--- config.mk ---
export PLATFORM = sky130hd
export DESIGN_NAME = fsr_device_flat
export DESIGN_NICKNAME = d
export VERILOG_FILES = /design/src/verilog/fsr_pkg.sv /design/src/verilog/fsr_link_if.sv /design/src/verilog/fsr_cksum.sv /design/src/verilog/fsr_device.sv /design/src/flat_wrapper.sv
export SDC_FILE = /design/constraint.sdc
export NUM_CORES = 1
export LEC_CHECK = 0
export ABC_AREA = 1
export BUFFER_PORTS_ARGS = -buffer_cell sky130_fd_sc_hd__buf_4
export CAP_MARGIN = 5
export CORE_UTILIZATION = 30
export DETAILED_ROUTE_END_ITERATION = 7
export GPL_TIMING_DRIVEN = 1
export PLACE_DENSITY = 0.57
export RECOVER_POWER = 25
export SYNTH_ARGS = -nofsm -noshare
export SYNTH_HDL_FRONTEND = slang
export SYNTH_SLANG_ARGS = --single-unit
--- constraint.sdc ---
create_clock -name clk -period 4.3 [get_ports clk]
set_clock_uncertainty 0.2 [all_clocks]
set_input_delay 0.86 -clock clk [delete_from_list [all_inputs] [get_ports clk]]
set_output_delay 0.86 -clock clk [all_outputs]
set_load 0.05 [all_outputs]
--- src/verilog/fsr_pkg.sv ---
package fsr_pkg;

  // ****************************************************************
  // frame identifiers and lengths
  // ****************************************************************
  localparam logic [7:0] LONG_PREP_ID     = 8'h3C;   // protected form of the long preparing id
  localparam logic [5:0] RESP_FRAME_ID    = 6'h3D;   // indirect response identifier
  localparam logic [7:0] RESP_ID          = 8'h7D;   // RESP_FRAME_ID with its parity bits
  localparam logic [3:0] SHORT_DATA_LEN   = 4'h2;
  localparam logic [3:0] LONG_DATA_LEN    = 4'h8;
  localparam logic [3:0] RESP_DATA_LEN    = 4'h8;
  localparam int         RESP_FRAMES      = 2;
  localparam int         SHORT_ID_SEL_BIT = 5;       // cleared in every short preparing id

  // ****************************************************************
  // command contents
  // ****************************************************************
  localparam logic [6:0] FULL_STATUS_READ_CMD     = 7'h01;
  localparam logic [7:0] APPLICATION_COMMAND_BYTE = 8'h80;
  localparam logic [7:0] FILL_BYTE                = 8'hFF;
  localparam logic [7:0] CKSUM_RESET              = 8'h00;

  // ****************************************************************
  // latched flag positions
  // ****************************************************************
  localparam int NUM_FLAGS                = 12;
  localparam int FLG_THERMAL_WARNING      = 0;
  localparam int FLG_THERMAL_SHUTDOWN     = 1;
  localparam int FLG_SECOND_UNDERVOLTAGE  = 2;
  localparam int FLG_THIRD_UNDERVOLTAGE   = 3;
  localparam int FLG_UNDERVOLTAGE         = 4;
  localparam int FLG_ELECTRICAL_DEFECT    = 5;
  localparam int FLG_LOST_STEP            = 6;
  localparam int FLG_OVERCURRENT_COIL_X   = 7;
  localparam int FLG_OVERCURRENT_COIL_Y   = 8;
  localparam int FLG_SUPPLY_RESET         = 9;
  localparam int FLG_STALL                = 10;
  localparam int FLG_ABSOLUTE_STALL       = 11;
  localparam logic [11:0] FLAGS_RESET     = 12'h000;

  // ****************************************************************
  // host timing
  // ****************************************************************
  localparam logic [7:0] RESP_TIMEOUT_CYCLES = 8'h20;

  // two parity bits on top of a six-bit identifier
  function automatic logic [7:0] protect_id(input logic [5:0] id);
    logic p0;
    logic p1;
    p0 = id[0] ^ id[1] ^ id[2] ^ id[4];
    p1 = ~(id[1] ^ id[3] ^ id[4] ^ id[5]);
    return {p1, p0, id};
  endfunction : protect_id

  // command and address bytes carry a set top bit
  function automatic logic [7:0] mark_byte(input logic [6:0] v);
    return {1'b1, v};
  endfunction : mark_byte

endpackage : fsr_pkg

--- src/verilog/fsr_link_if.sv ---
// ****************************************************************
// byte-level link between master and node
// ****************************************************************
interface fsr_link_if;
  logic       m_valid;   // master byte present
  logic       m_sof;     // master byte is a frame identifier
  logic [7:0] m_data;
  logic       s_valid;   // node response byte present
  logic [7:0] s_data;

  modport device (input m_valid, m_sof, m_data, output s_valid, s_data);
  modport host   (output m_valid, m_sof, m_data, input s_valid, s_data);
endinterface : fsr_link_if

--- src/verilog/fsr_cksum.sv ---
module fsr_cksum
  import fsr_pkg::*;
(
  // clock and reset
  input  wire logic       clk,
  input  wire logic       rst_n,
  // accumulate control
  input  wire logic       clear,
  input  wire logic       add,
  input  wire logic [7:0] data_in,
  // inverted running sum
  output wire logic [7:0] check_byte
);

  // ****************************************************************
  // classic sum with carry folded back
  // ****************************************************************
  logic [7:0] acc;
  logic [8:0] sum;

  assign sum = {1'b0, acc} + {1'b0, data_in};

  // fold cannot overflow: 0xFE plus carry tops out at 0xFF
  always_ff @(posedge clk or negedge rst_n) begin
    if (!rst_n) begin
      acc <= CKSUM_RESET;
    end else if (clear) begin
      acc <= CKSUM_RESET;
    end else if (add) begin
      acc <= sum[7:0] + {7'h00, sum[8]};
    end
  end

  assign check_byte = ~acc;

endmodule : fsr_cksum

--- src/verilog/fsr_device.sv ---
// Functional notes
// - executing command clears the twelve latched flags
// - answer is two frames on id 0x3D
// - missing second response request is harmless
// - short preparing frame followed by response header
// - long preparing frame followed by response header
// - short frame: dynamic id, command, address
// - long frame: 0x3C, app byte, command, address, fill
// - first response: address, currents, velocities, motion setup
// - first response bytes 5-8: flags, state, settings
// - second response: positions, stall settings, absolute stall
// - master may start with either preparing frame
module fsr_device
  import fsr_pkg::*;
(
  // clock and reset
  input  wire logic        clk,
  input  wire logic        rst_n,
  // link to master
  fsr_link_if.device       link,
  // node identity
  input  wire logic [6:0]  node_address,
  input  wire logic [4:0]  dynamic_id,
  // motor configuration
  input  wire logic [3:0]  run_current,
  input  wire logic [3:0]  hold_current,
  input  wire logic [3:0]  max_velocity,
  input  wire logic [3:0]  min_velocity,
  input  wire logic        accel_profile_select,
  input  wire logic [1:0]  microstep_resolution,
  input  wire logic        shaft_direction,
  input  wire logic [3:0]  acceleration,
  // live status
  input  wire logic [1:0]  temperature_info,
  input  wire logic [2:0]  motion_state,
  input  wire logic        external_switch_state,
  input  wire logic        pwm_frequency_select,
  input  wire logic        boost_current_disable,
  input  wire logic [1:0]  stabilization_time,
  input  wire logic        lin_timeout_error,
  input  wire logic        lin_data_error,
  input  wire logic        lin_header_error,
  input  wire logic        lin_bit_error,
  input  wire logic [3:0]  absolute_threshold,
  input  wire logic [2:0]  third_undervoltage_threshold,
  // positions and stall setup
  input  wire logic [15:0] actual_position,
  input  wire logic [15:0] target_position,
  input  wire logic [10:0] secure_position,
  input  wire logic [2:0]  fullstep_stall_enable,
  input  wire logic        full_duty_flag,
  input  wire logic [2:0]  stall_min_sample_count,
  input  wire logic        full_duty_stall_enable,
  input  wire logic        pwm_jitter_enable,
  // flag events, one-cycle pulses
  input  wire logic [11:0] flag_events,
  // state seen by the application
  output logic      [11:0] latched_flags,
  output logic             full_status_read_cmd,
  output logic      [1:0]  resp_pending
);

  // ****************************************************************
  // declarations
  // ****************************************************************
  typedef enum logic [1:0] {DV_IDLE, DV_RX, DV_TX} fsr_dev_state_t;

  fsr_dev_state_t state;
  logic [3:0]     cnt;
  logic [3:0]     rx_len;
  logic           rx_long;
  logic           tx_sel;
  logic [7:0]     rxb  [0:7];
  logic [7:0]     snap [0:15];
  logic [7:0]     cur  [0:15];
  logic [11:0]    flags;
  logic           hdr;
  logic           id_ok;
  logic           is_long;
  logic           is_short;
  logic           is_resp;
  logic           dat;
  logic           complete;
  logic           cmd_ok;
  logic           exec;
  logic           ck_clear;
  logic           ck_add;
  logic [7:0]     ck_byte;
  logic [7:0]     ck_value;

  // ****************************************************************
  // header decode
  // ****************************************************************
  // headers with a broken parity are treated as foreign
  assign hdr      = link.m_valid && link.m_sof && (state != DV_TX);
  assign id_ok    = link.m_data == protect_id(link.m_data[5:0]);
  assign is_long  = id_ok && (link.m_data == LONG_PREP_ID);
  assign is_short = id_ok && !link.m_data[SHORT_ID_SEL_BIT] &&
                    (link.m_data[4:0] == dynamic_id);
  assign is_resp  = id_ok && (link.m_data == RESP_ID) && (resp_pending != 2'h0);

  // data bytes of a preparing frame, checksum last
  assign dat      = link.m_valid && !link.m_sof && (state == DV_RX);
  assign complete = dat && (cnt == rx_len);
  assign exec     = complete && (link.m_data == ck_value) && cmd_ok;

  // ****************************************************************
  // preparing frame contents
  // ****************************************************************
  // the fill bytes of the long frame are checked so a mangled frame is dropped
  always_comb begin
    cmd_ok = 1'b0;
    if (rx_long) begin
      cmd_ok = (rxb[0] == APPLICATION_COMMAND_BYTE) &&
               (rxb[1] == mark_byte(FULL_STATUS_READ_CMD)) &&
               (rxb[2] == mark_byte(node_address));
      for (int i = 3; i < 8; i++) begin
        if (rxb[i] != FILL_BYTE) begin
          cmd_ok = 1'b0;
        end
      end
    end else begin
      cmd_ok = (rxb[0] == mark_byte(FULL_STATUS_READ_CMD)) &&
               (rxb[1] == mark_byte(node_address));
    end
  end

  // ****************************************************************
  // response image, both frames
  // ****************************************************************
  always_comb begin
    cur[0]  = mark_byte(node_address);
    cur[1]  = {run_current, hold_current};
    cur[2]  = {max_velocity, min_velocity};
    cur[3]  = {accel_profile_select, microstep_resolution, shaft_direction,
               acceleration};
    cur[4]  = {flags[FLG_SUPPLY_RESET], flags[FLG_LOST_STEP],
               flags[FLG_ELECTRICAL_DEFECT], flags[FLG_UNDERVOLTAGE],
               flags[FLG_THERMAL_SHUTDOWN], flags[FLG_THERMAL_WARNING],
               temperature_info};
    cur[5]  = {motion_state, external_switch_state, flags[FLG_OVERCURRENT_COIL_X],
               flags[FLG_OVERCURRENT_COIL_Y], flags[FLG_STALL], 1'b0};
    cur[6]  = {pwm_frequency_select, boost_current_disable, stabilization_time,
               lin_timeout_error, lin_data_error, lin_header_error,
               lin_bit_error};
    cur[7]  = {absolute_threshold, flags[FLG_SECOND_UNDERVOLTAGE],
               third_undervoltage_threshold};
    cur[8]  = mark_byte(node_address);
    cur[9]  = actual_position[15:8];
    cur[10] = actual_position[7:0];
    cur[11] = target_position[15:8];
    cur[12] = target_position[7:0];
    cur[13] = secure_position[7:0];
    cur[14] = {fullstep_stall_enable, 1'b1, full_duty_flag,
               secure_position[10:8]};
    cur[15] = {flags[FLG_ABSOLUTE_STALL], 2'b00, stall_min_sample_count,
               full_duty_stall_enable, pwm_jitter_enable};
  end

  // snapshot at execution so both frames describe one instant
  always_ff @(posedge clk or negedge rst_n) begin
    if (!rst_n) begin
      for (int i = 0; i < 16; i++) begin
        snap[i] <= 8'h00;
      end
    end else if (exec) begin
      for (int i = 0; i < 16; i++) begin
        snap[i] <= cur[i];
      end
    end
  end

  // ****************************************************************
  // latched flags
  // ****************************************************************
  // an event in the clearing cycle survives: set wins over clear
  always_ff @(posedge clk or negedge rst_n) begin
    if (!rst_n) begin
      flags <= FLAGS_RESET;
    end else begin
      flags <= (exec ? FLAGS_RESET : flags) | flag_events;
    end
  end

  assign latched_flags = flags;

  // ****************************************************************
  // frame sequencer
  // ****************************************************************
  always_ff @(posedge clk or negedge rst_n) begin
    if (!rst_n) begin
      state   <= DV_IDLE;
      cnt     <= 4'h0;
      rx_len  <= SHORT_DATA_LEN;
      rx_long <= 1'b0;
      tx_sel  <= 1'b0;
    end else begin
      case (state)
        DV_IDLE, DV_RX: begin
          if (hdr) begin
            cnt     <= 4'h0;
            rx_long <= is_long;
            rx_len  <= is_long ? LONG_DATA_LEN : SHORT_DATA_LEN;
            tx_sel  <= (resp_pending == 2'h2);
            // a header mid-frame aborts the frame in progress
            if (is_resp) begin
              state <= DV_TX;
            end else if (is_long || is_short) begin
              state <= DV_RX;
            end else begin
              state <= DV_IDLE;
            end
          end else if (dat) begin
            cnt <= cnt + 4'h1;
            if (complete) begin
              state <= DV_IDLE;
            end
          end
        end
        DV_TX: begin
          cnt <= cnt + 4'h1;
          if (cnt == RESP_DATA_LEN) begin
            state <= DV_IDLE;
          end
        end
        default: begin
          state <= DV_IDLE;
        end
      endcase
    end
  end

  // received preparing bytes
  always_ff @(posedge clk or negedge rst_n) begin
    if (!rst_n) begin
      for (int i = 0; i < 8; i++) begin
        rxb[i] <= 8'h00;
      end
    end else if (dat && (cnt < rx_len)) begin
      rxb[cnt[2:0]] <= link.m_data;
    end
  end

  // which frame the next response header collects
  always_ff @(posedge clk or negedge rst_n) begin
    if (!rst_n) begin
      resp_pending <= 2'h0;
    end else if (exec) begin
      resp_pending <= 2'h1;
    end else if (hdr && is_resp) begin
      // a skipped second request just waits; a new command restarts the pair
      resp_pending <= (resp_pending == 2'h1) ? 2'h2 : 2'h0;
    end
  end

  // execution strobe for the application
  always_ff @(posedge clk or negedge rst_n) begin
    if (!rst_n) begin
      full_status_read_cmd <= 1'b0;
    end else begin
      full_status_read_cmd <= exec;
    end
  end

  // ****************************************************************
  // response transmitter and checksum
  // ****************************************************************
  always_ff @(posedge clk or negedge rst_n) begin
    if (!rst_n) begin
      link.s_valid <= 1'b0;
      link.s_data  <= 8'h00;
    end else if (state == DV_TX) begin
      link.s_valid <= 1'b1;
      link.s_data  <= (cnt < RESP_DATA_LEN) ? snap[{tx_sel, cnt[2:0]}] : ck_value;
    end else begin
      link.s_valid <= 1'b0;
    end
  end

  assign ck_clear = hdr;
  assign ck_add   = (dat && (cnt < rx_len)) || ((state == DV_TX) && (cnt < RESP_DATA_LEN));
  assign ck_byte  = (state == DV_TX) ? snap[{tx_sel, cnt[2:0]}] : link.m_data;

  fsr_cksum u_cksum (
    .clk        (clk),
    .rst_n      (rst_n),
    .clear      (ck_clear),
    .add        (ck_add),
    .data_in    (ck_byte),
    .check_byte (ck_value)
  );

endmodule : fsr_device

--- src/flat_wrapper.sv ---
// flat-port wrapper written by rule: the top's interface ports become plain ports
module fsr_device_flat import fsr_pkg::*;
  (clk, rst_n, node_address, dynamic_id, run_current, hold_current, max_velocity, min_velocity, accel_profile_select, microstep_resolution, shaft_direction, acceleration, temperature_info, motion_state, external_switch_state, pwm_frequency_select, boost_current_disable, stabilization_time, lin_timeout_error, lin_data_error, lin_header_error, lin_bit_error, absolute_threshold, third_undervoltage_threshold, actual_position, target_position, secure_position, fullstep_stall_enable, full_duty_flag, stall_min_sample_count, full_duty_stall_enable, pwm_jitter_enable, flag_events, latched_flags, full_status_read_cmd, resp_pending, link_m_valid, link_m_sof, link_m_data, link_s_valid, link_s_data);
  fsr_link_if link_i ();
  input  wire logic clk;
  input  wire logic rst_n;
  input  wire logic [6:0] node_address;
  input  wire logic [4:0] dynamic_id;
  input  wire logic [3:0] run_current;
  input  wire logic [3:0] hold_current;
  input  wire logic [3:0] max_velocity;
  input  wire logic [3:0] min_velocity;
  input  wire logic accel_profile_select;
  input  wire logic [1:0] microstep_resolution;
  input  wire logic shaft_direction;
  input  wire logic [3:0] acceleration;
  input  wire logic [1:0] temperature_info;
  input  wire logic [2:0] motion_state;
  input  wire logic external_switch_state;
  input  wire logic pwm_frequency_select;
  input  wire logic boost_current_disable;
  input  wire logic [1:0] stabilization_time;
  input  wire logic lin_timeout_error;
  input  wire logic lin_data_error;
  input  wire logic lin_header_error;
  input  wire logic lin_bit_error;
  input  wire logic [3:0] absolute_threshold;
  input  wire logic [2:0] third_undervoltage_threshold;
  input  wire logic [15:0] actual_position;
  input  wire logic [15:0] target_position;
  input  wire logic [10:0] secure_position;
  input  wire logic [2:0] fullstep_stall_enable;
  input  wire logic full_duty_flag;
  input  wire logic [2:0] stall_min_sample_count;
  input  wire logic full_duty_stall_enable;
  input  wire logic pwm_jitter_enable;
  input  wire logic [11:0] flag_events;
  output logic      [11:0] latched_flags;
  output logic full_status_read_cmd;
  output logic      [1:0] resp_pending;
  input wire logic [$bits(link_i.m_valid)-1:0] link_m_valid;
  input wire logic [$bits(link_i.m_sof)-1:0] link_m_sof;
  input wire logic [$bits(link_i.m_data)-1:0] link_m_data;
  output wire logic [$bits(link_i.s_valid)-1:0] link_s_valid;
  output wire logic [$bits(link_i.s_data)-1:0] link_s_data;
  assign link_i.m_valid = link_m_valid;
  assign link_i.m_sof = link_m_sof;
  assign link_i.m_data = link_m_data;
  assign link_s_valid = link_i.s_valid;
  assign link_s_data = link_i.s_data;
  fsr_device u_core (.clk(clk), .rst_n(rst_n), .link(link_i), .node_address(node_address), .dynamic_id(dynamic_id), .run_current(run_current), .hold_current(hold_current), .max_velocity(max_velocity), .min_velocity(min_velocity), .accel_profile_select(accel_profile_select), .microstep_resolution(microstep_resolution), .shaft_direction(shaft_direction), .acceleration(acceleration), .temperature_info(temperature_info), .motion_state(motion_state), .external_switch_state(external_switch_state), .pwm_frequency_select(pwm_frequency_select), .boost_current_disable(boost_current_disable), .stabilization_time(stabilization_time), .lin_timeout_error(lin_timeout_error), .lin_data_error(lin_data_error), .lin_header_error(lin_header_error), .lin_bit_error(lin_bit_error), .absolute_threshold(absolute_threshold), .third_undervoltage_threshold(third_undervoltage_threshold), .actual_position(actual_position), .target_position(target_position), .secure_position(secure_position), .fullstep_stall_enable(fullstep_stall_enable), .full_duty_flag(full_duty_flag), .stall_min_sample_count(stall_min_sample_count), .full_duty_stall_enable(full_duty_stall_enable), .pwm_jitter_enable(pwm_jitter_enable), .flag_events(flag_events), .latched_flags(latched_flags), .full_status_read_cmd(full_status_read_cmd), .resp_pending(resp_pending));
endmodule
==> run metrics <==
Core Box Area=35660 um^2; Peak VDD IR=0.3393 mV; DRT Wirelength=35240 um; final core utilization=38.76%; final setup fails=0; synth unique cells=33; CP max-delay cell=dfrtp_2; failing checks=design-rule violations, max-capacitance violations, max-slew violations; CP Launch Type=flip-flop; routed wl met2=16260 um; Fmax achieved=250.5 MHz; Period minus WS final=3.992 ns; r2r setup slk=0.31 ns; grt total ovfl=0; CTS tree=yes; Rows=69; switching share of power=22.89%; hold crit path type=flip-flop to flip-flop; first-pass GRT wire length=53520 um; Register-to-Register Path Depth=25; Initial DRT Pass Iterations=7; Fillers=3737; Bufs and invs on worst path=4; crit path kind=flip-flop to flip-flop; Reg clk slew, reported paths=0.06 ns; Die W=192.7 um; worst r2r src=u_core.cnt[0]; clock sinks=221; Cells after DPL=2011; Sequential Area=5535 um^2; Residual DRC=11; crit end category=flip-flop; DP HPWL=25130 um; Worst Hold Depth=2; Area Overhead vs Synth=26.70%; largest net degree at the start of global routing=125; Synth async-reset ratio=100.0%; Top Layer Used=met4; multi-input logic area=4805 um^2; critical path's top delay family=simple AND/OR/NAND/NOR gates; met3 wire len=2171 um; post-route cell area=13820 um^2; Worst Path Required=4.51 ns; Antenna diodes=0; total number of vias=10040; CP arrival=4.20 ns; pwr dens=328.6 nW/um^2; Slew @ Worst Pin=2.665 ns; Lkg Pwr=7.277 nW; H-tree levels=1; Vias/cell=4.776; DRT iter0 DRCs=695; Post-Route M1 WL=15740 um; max-slew violation count=103; Syn Std Cell Area=10910 um^2; most frequent cells in the layout=615 x nand2_1, 217 x dfrtp_1, 199 x buf_4, 156 x nand3_1, 94 x o21ai_0; layout cells sized above 1=17.67%; clock power share=48.4%; power share of the sequential group=46.0%; hold_buf cts=0; CP Max Fanout=7; CP Launch Point=u_core.cnt[0]; worst reg2reg path endpoint=u_core.u_cksum.acc[7]; leading cell type in the layout, fill and taps excluded=nand2_1; Chip Height=192.7 um; hold path startpoint=u_core.snap[96]; outcome=finished, violations left; Comb pwr share=5.6%; post-route total power=4.540 mW; fin cells=2102; All-Layer GR Usage=18.73%; vias in the first global route=9469; #FFs+latches synth=221; Final period util=92.83%; Ports=157; syn_area_per_cell=7.537 um^2; unrepaired setup endpoints after global routing=true; EDFF count, synth=0; CP peak stage delay=0.44 ns; Initial Util=30.59%; nets=1771; Placer Congestion=0.8933; Slew headroom=-77.68%; Synth Flop Type=dfrtp_1; Int Pwr=3.501 mW; worst slack, placed=0.1476 ns; post-DR wirelength/cell=16.76 um; Mapped Cells=1447; YS warnings=0; initial antenna violation count=0; max-cap viol count=1; Seq/Total Area, Yosys=50.72%; syn nets=1596; Critical Path Most Common Cell=nand2_1; # port buffers=156; TritonCTS buffer count=26; Clock Tree Buf Depth=3; insertion delay to the later sink of the worst-skew pair=0.55 ns; CTS root buffer=clkbuf_16; hold path endpoint=u_core.snap[96]; Placed Area=12540 um^2; Hold Vio Cnt, Final=0; worst setup margin=0.3085 ns; DIE AREA=37120 um^2; Antenna Nets Post-Route=0; Psw=1.039 mW
per-layer routing:
metal  vias up  global-route usage [%]
li1       4989                       -
met2       307                   30.00
met1      4691                   26.00
met3        52                   2.910
met4         0                   5.421
met5         -                       0
area by class of cell:
| cell class | instances | area share [%] |
|---|---|---|
| Sequential cell | 221 | 40.06 |
| Multi-Input combinational cell | 1061 | 34.77 |
| Timing Repair Buffer | 209 | 11.77 |
| Clock inverter | 12 | 0.9507 |
| Timing Repair inverter | 2 | 0.07244 |
| Clock buffer | 35 | 5.243 |
| Tap cell | 461 | 4.174 |
| Inverter | 101 | 2.961 |
power groups by stage:
stage | registers [mW] | clock network [mW] | logic (mW)
final | 2.09 | 2.20 | 0.256
after global routing | 2.09 | 2.33 | 0.286
after CTS | 2.09 | 2.24 | 0.258
after detailed placement | 2.13 | 0 | 0.257
after global placement | 2.12 | 0 | 0.255
after floorplan | 2.12 | 0 | 0.0736
cells in the mapped netlist, types with 2 or more instances:
cell       number  area, um^2
nor3_1          7       35.03
buf_4           8       60.06
o22ai_1         5       31.28
a21oi_1        38       190.2
nand4_1        20       125.1
inv_2           2       7.510
a31oi_1         3       18.77
o21a_1          2       15.01
nand3_1       162       810.8
nand2_1       620        2327
nand3b_1        3       22.52
o2bb2ai_1       2       17.52
xor2_1         11       96.34
clkbuf_1       41       153.9
inv_1          98       367.9
xnor2_1         2       17.52
dfrtp_1       220        5505
buf_2          15       75.07
o21ai_0        95       475.5
or2_2           2       12.51
nor2_1         65       244.0
ha_1           15       187.7
registers in the layout (all words and copies together) (netlist names), 4 cells and up:
register / flops
u_core.link.s_data: 8
u_core.u_cksum.acc: 8
u_core.latched_flags: 12
u_core.snap: 116
u_core.rxb: 64
u_core.cnt: 4
metrics by stage:
step	TNS, ns	hold slack, ns
after global routing	-0.1543	0.2833
after global placement	0	0.2566
final	0	0.2712
after floorplan	0	0.2419
after detailed placement	0	0.2628
after CTS	0	0.2009
worst min-delay path: stages, from the launching register on:
cell	delay [ns]
dfrtp_1	0.34
nand2_1	0.05
nand2_1	0.04
kinds of logic after synthesis:
kind of cell    Yosys count  synth area share [%]
xor+xnor                 13                 1.044
buf+inv                 165                 6.126
fa+ha+maj                16                 1.904
simple gates            881                 32.95
compound gates          151                 7.262
flops                   221                 50.72
repair_timing:
item | 4_1_cts | 5_1_grt
buffers inserted | 0 | 42
resized for setup | 0 | 32
endpoints found under the setup margin | 0 | 4
how the worst max path moves through the flow:
stage	slack [ns]	cells after the start	end
floorplan	0.83	24	u_core.u_cksum.acc[6]
global placement	0.33	25	u_core.u_cksum.acc[6]
detailed placement	0.15	23	u_core.u_cksum.acc[6]
CTS	0.14	23	u_core.u_cksum.acc[6]
global route	-0.07	26	u_core.u_cksum.acc[6]
finish	0.31	25	u_core.u_cksum.acc[7]
No activity file was read; power rests on OpenSTA's default activity.
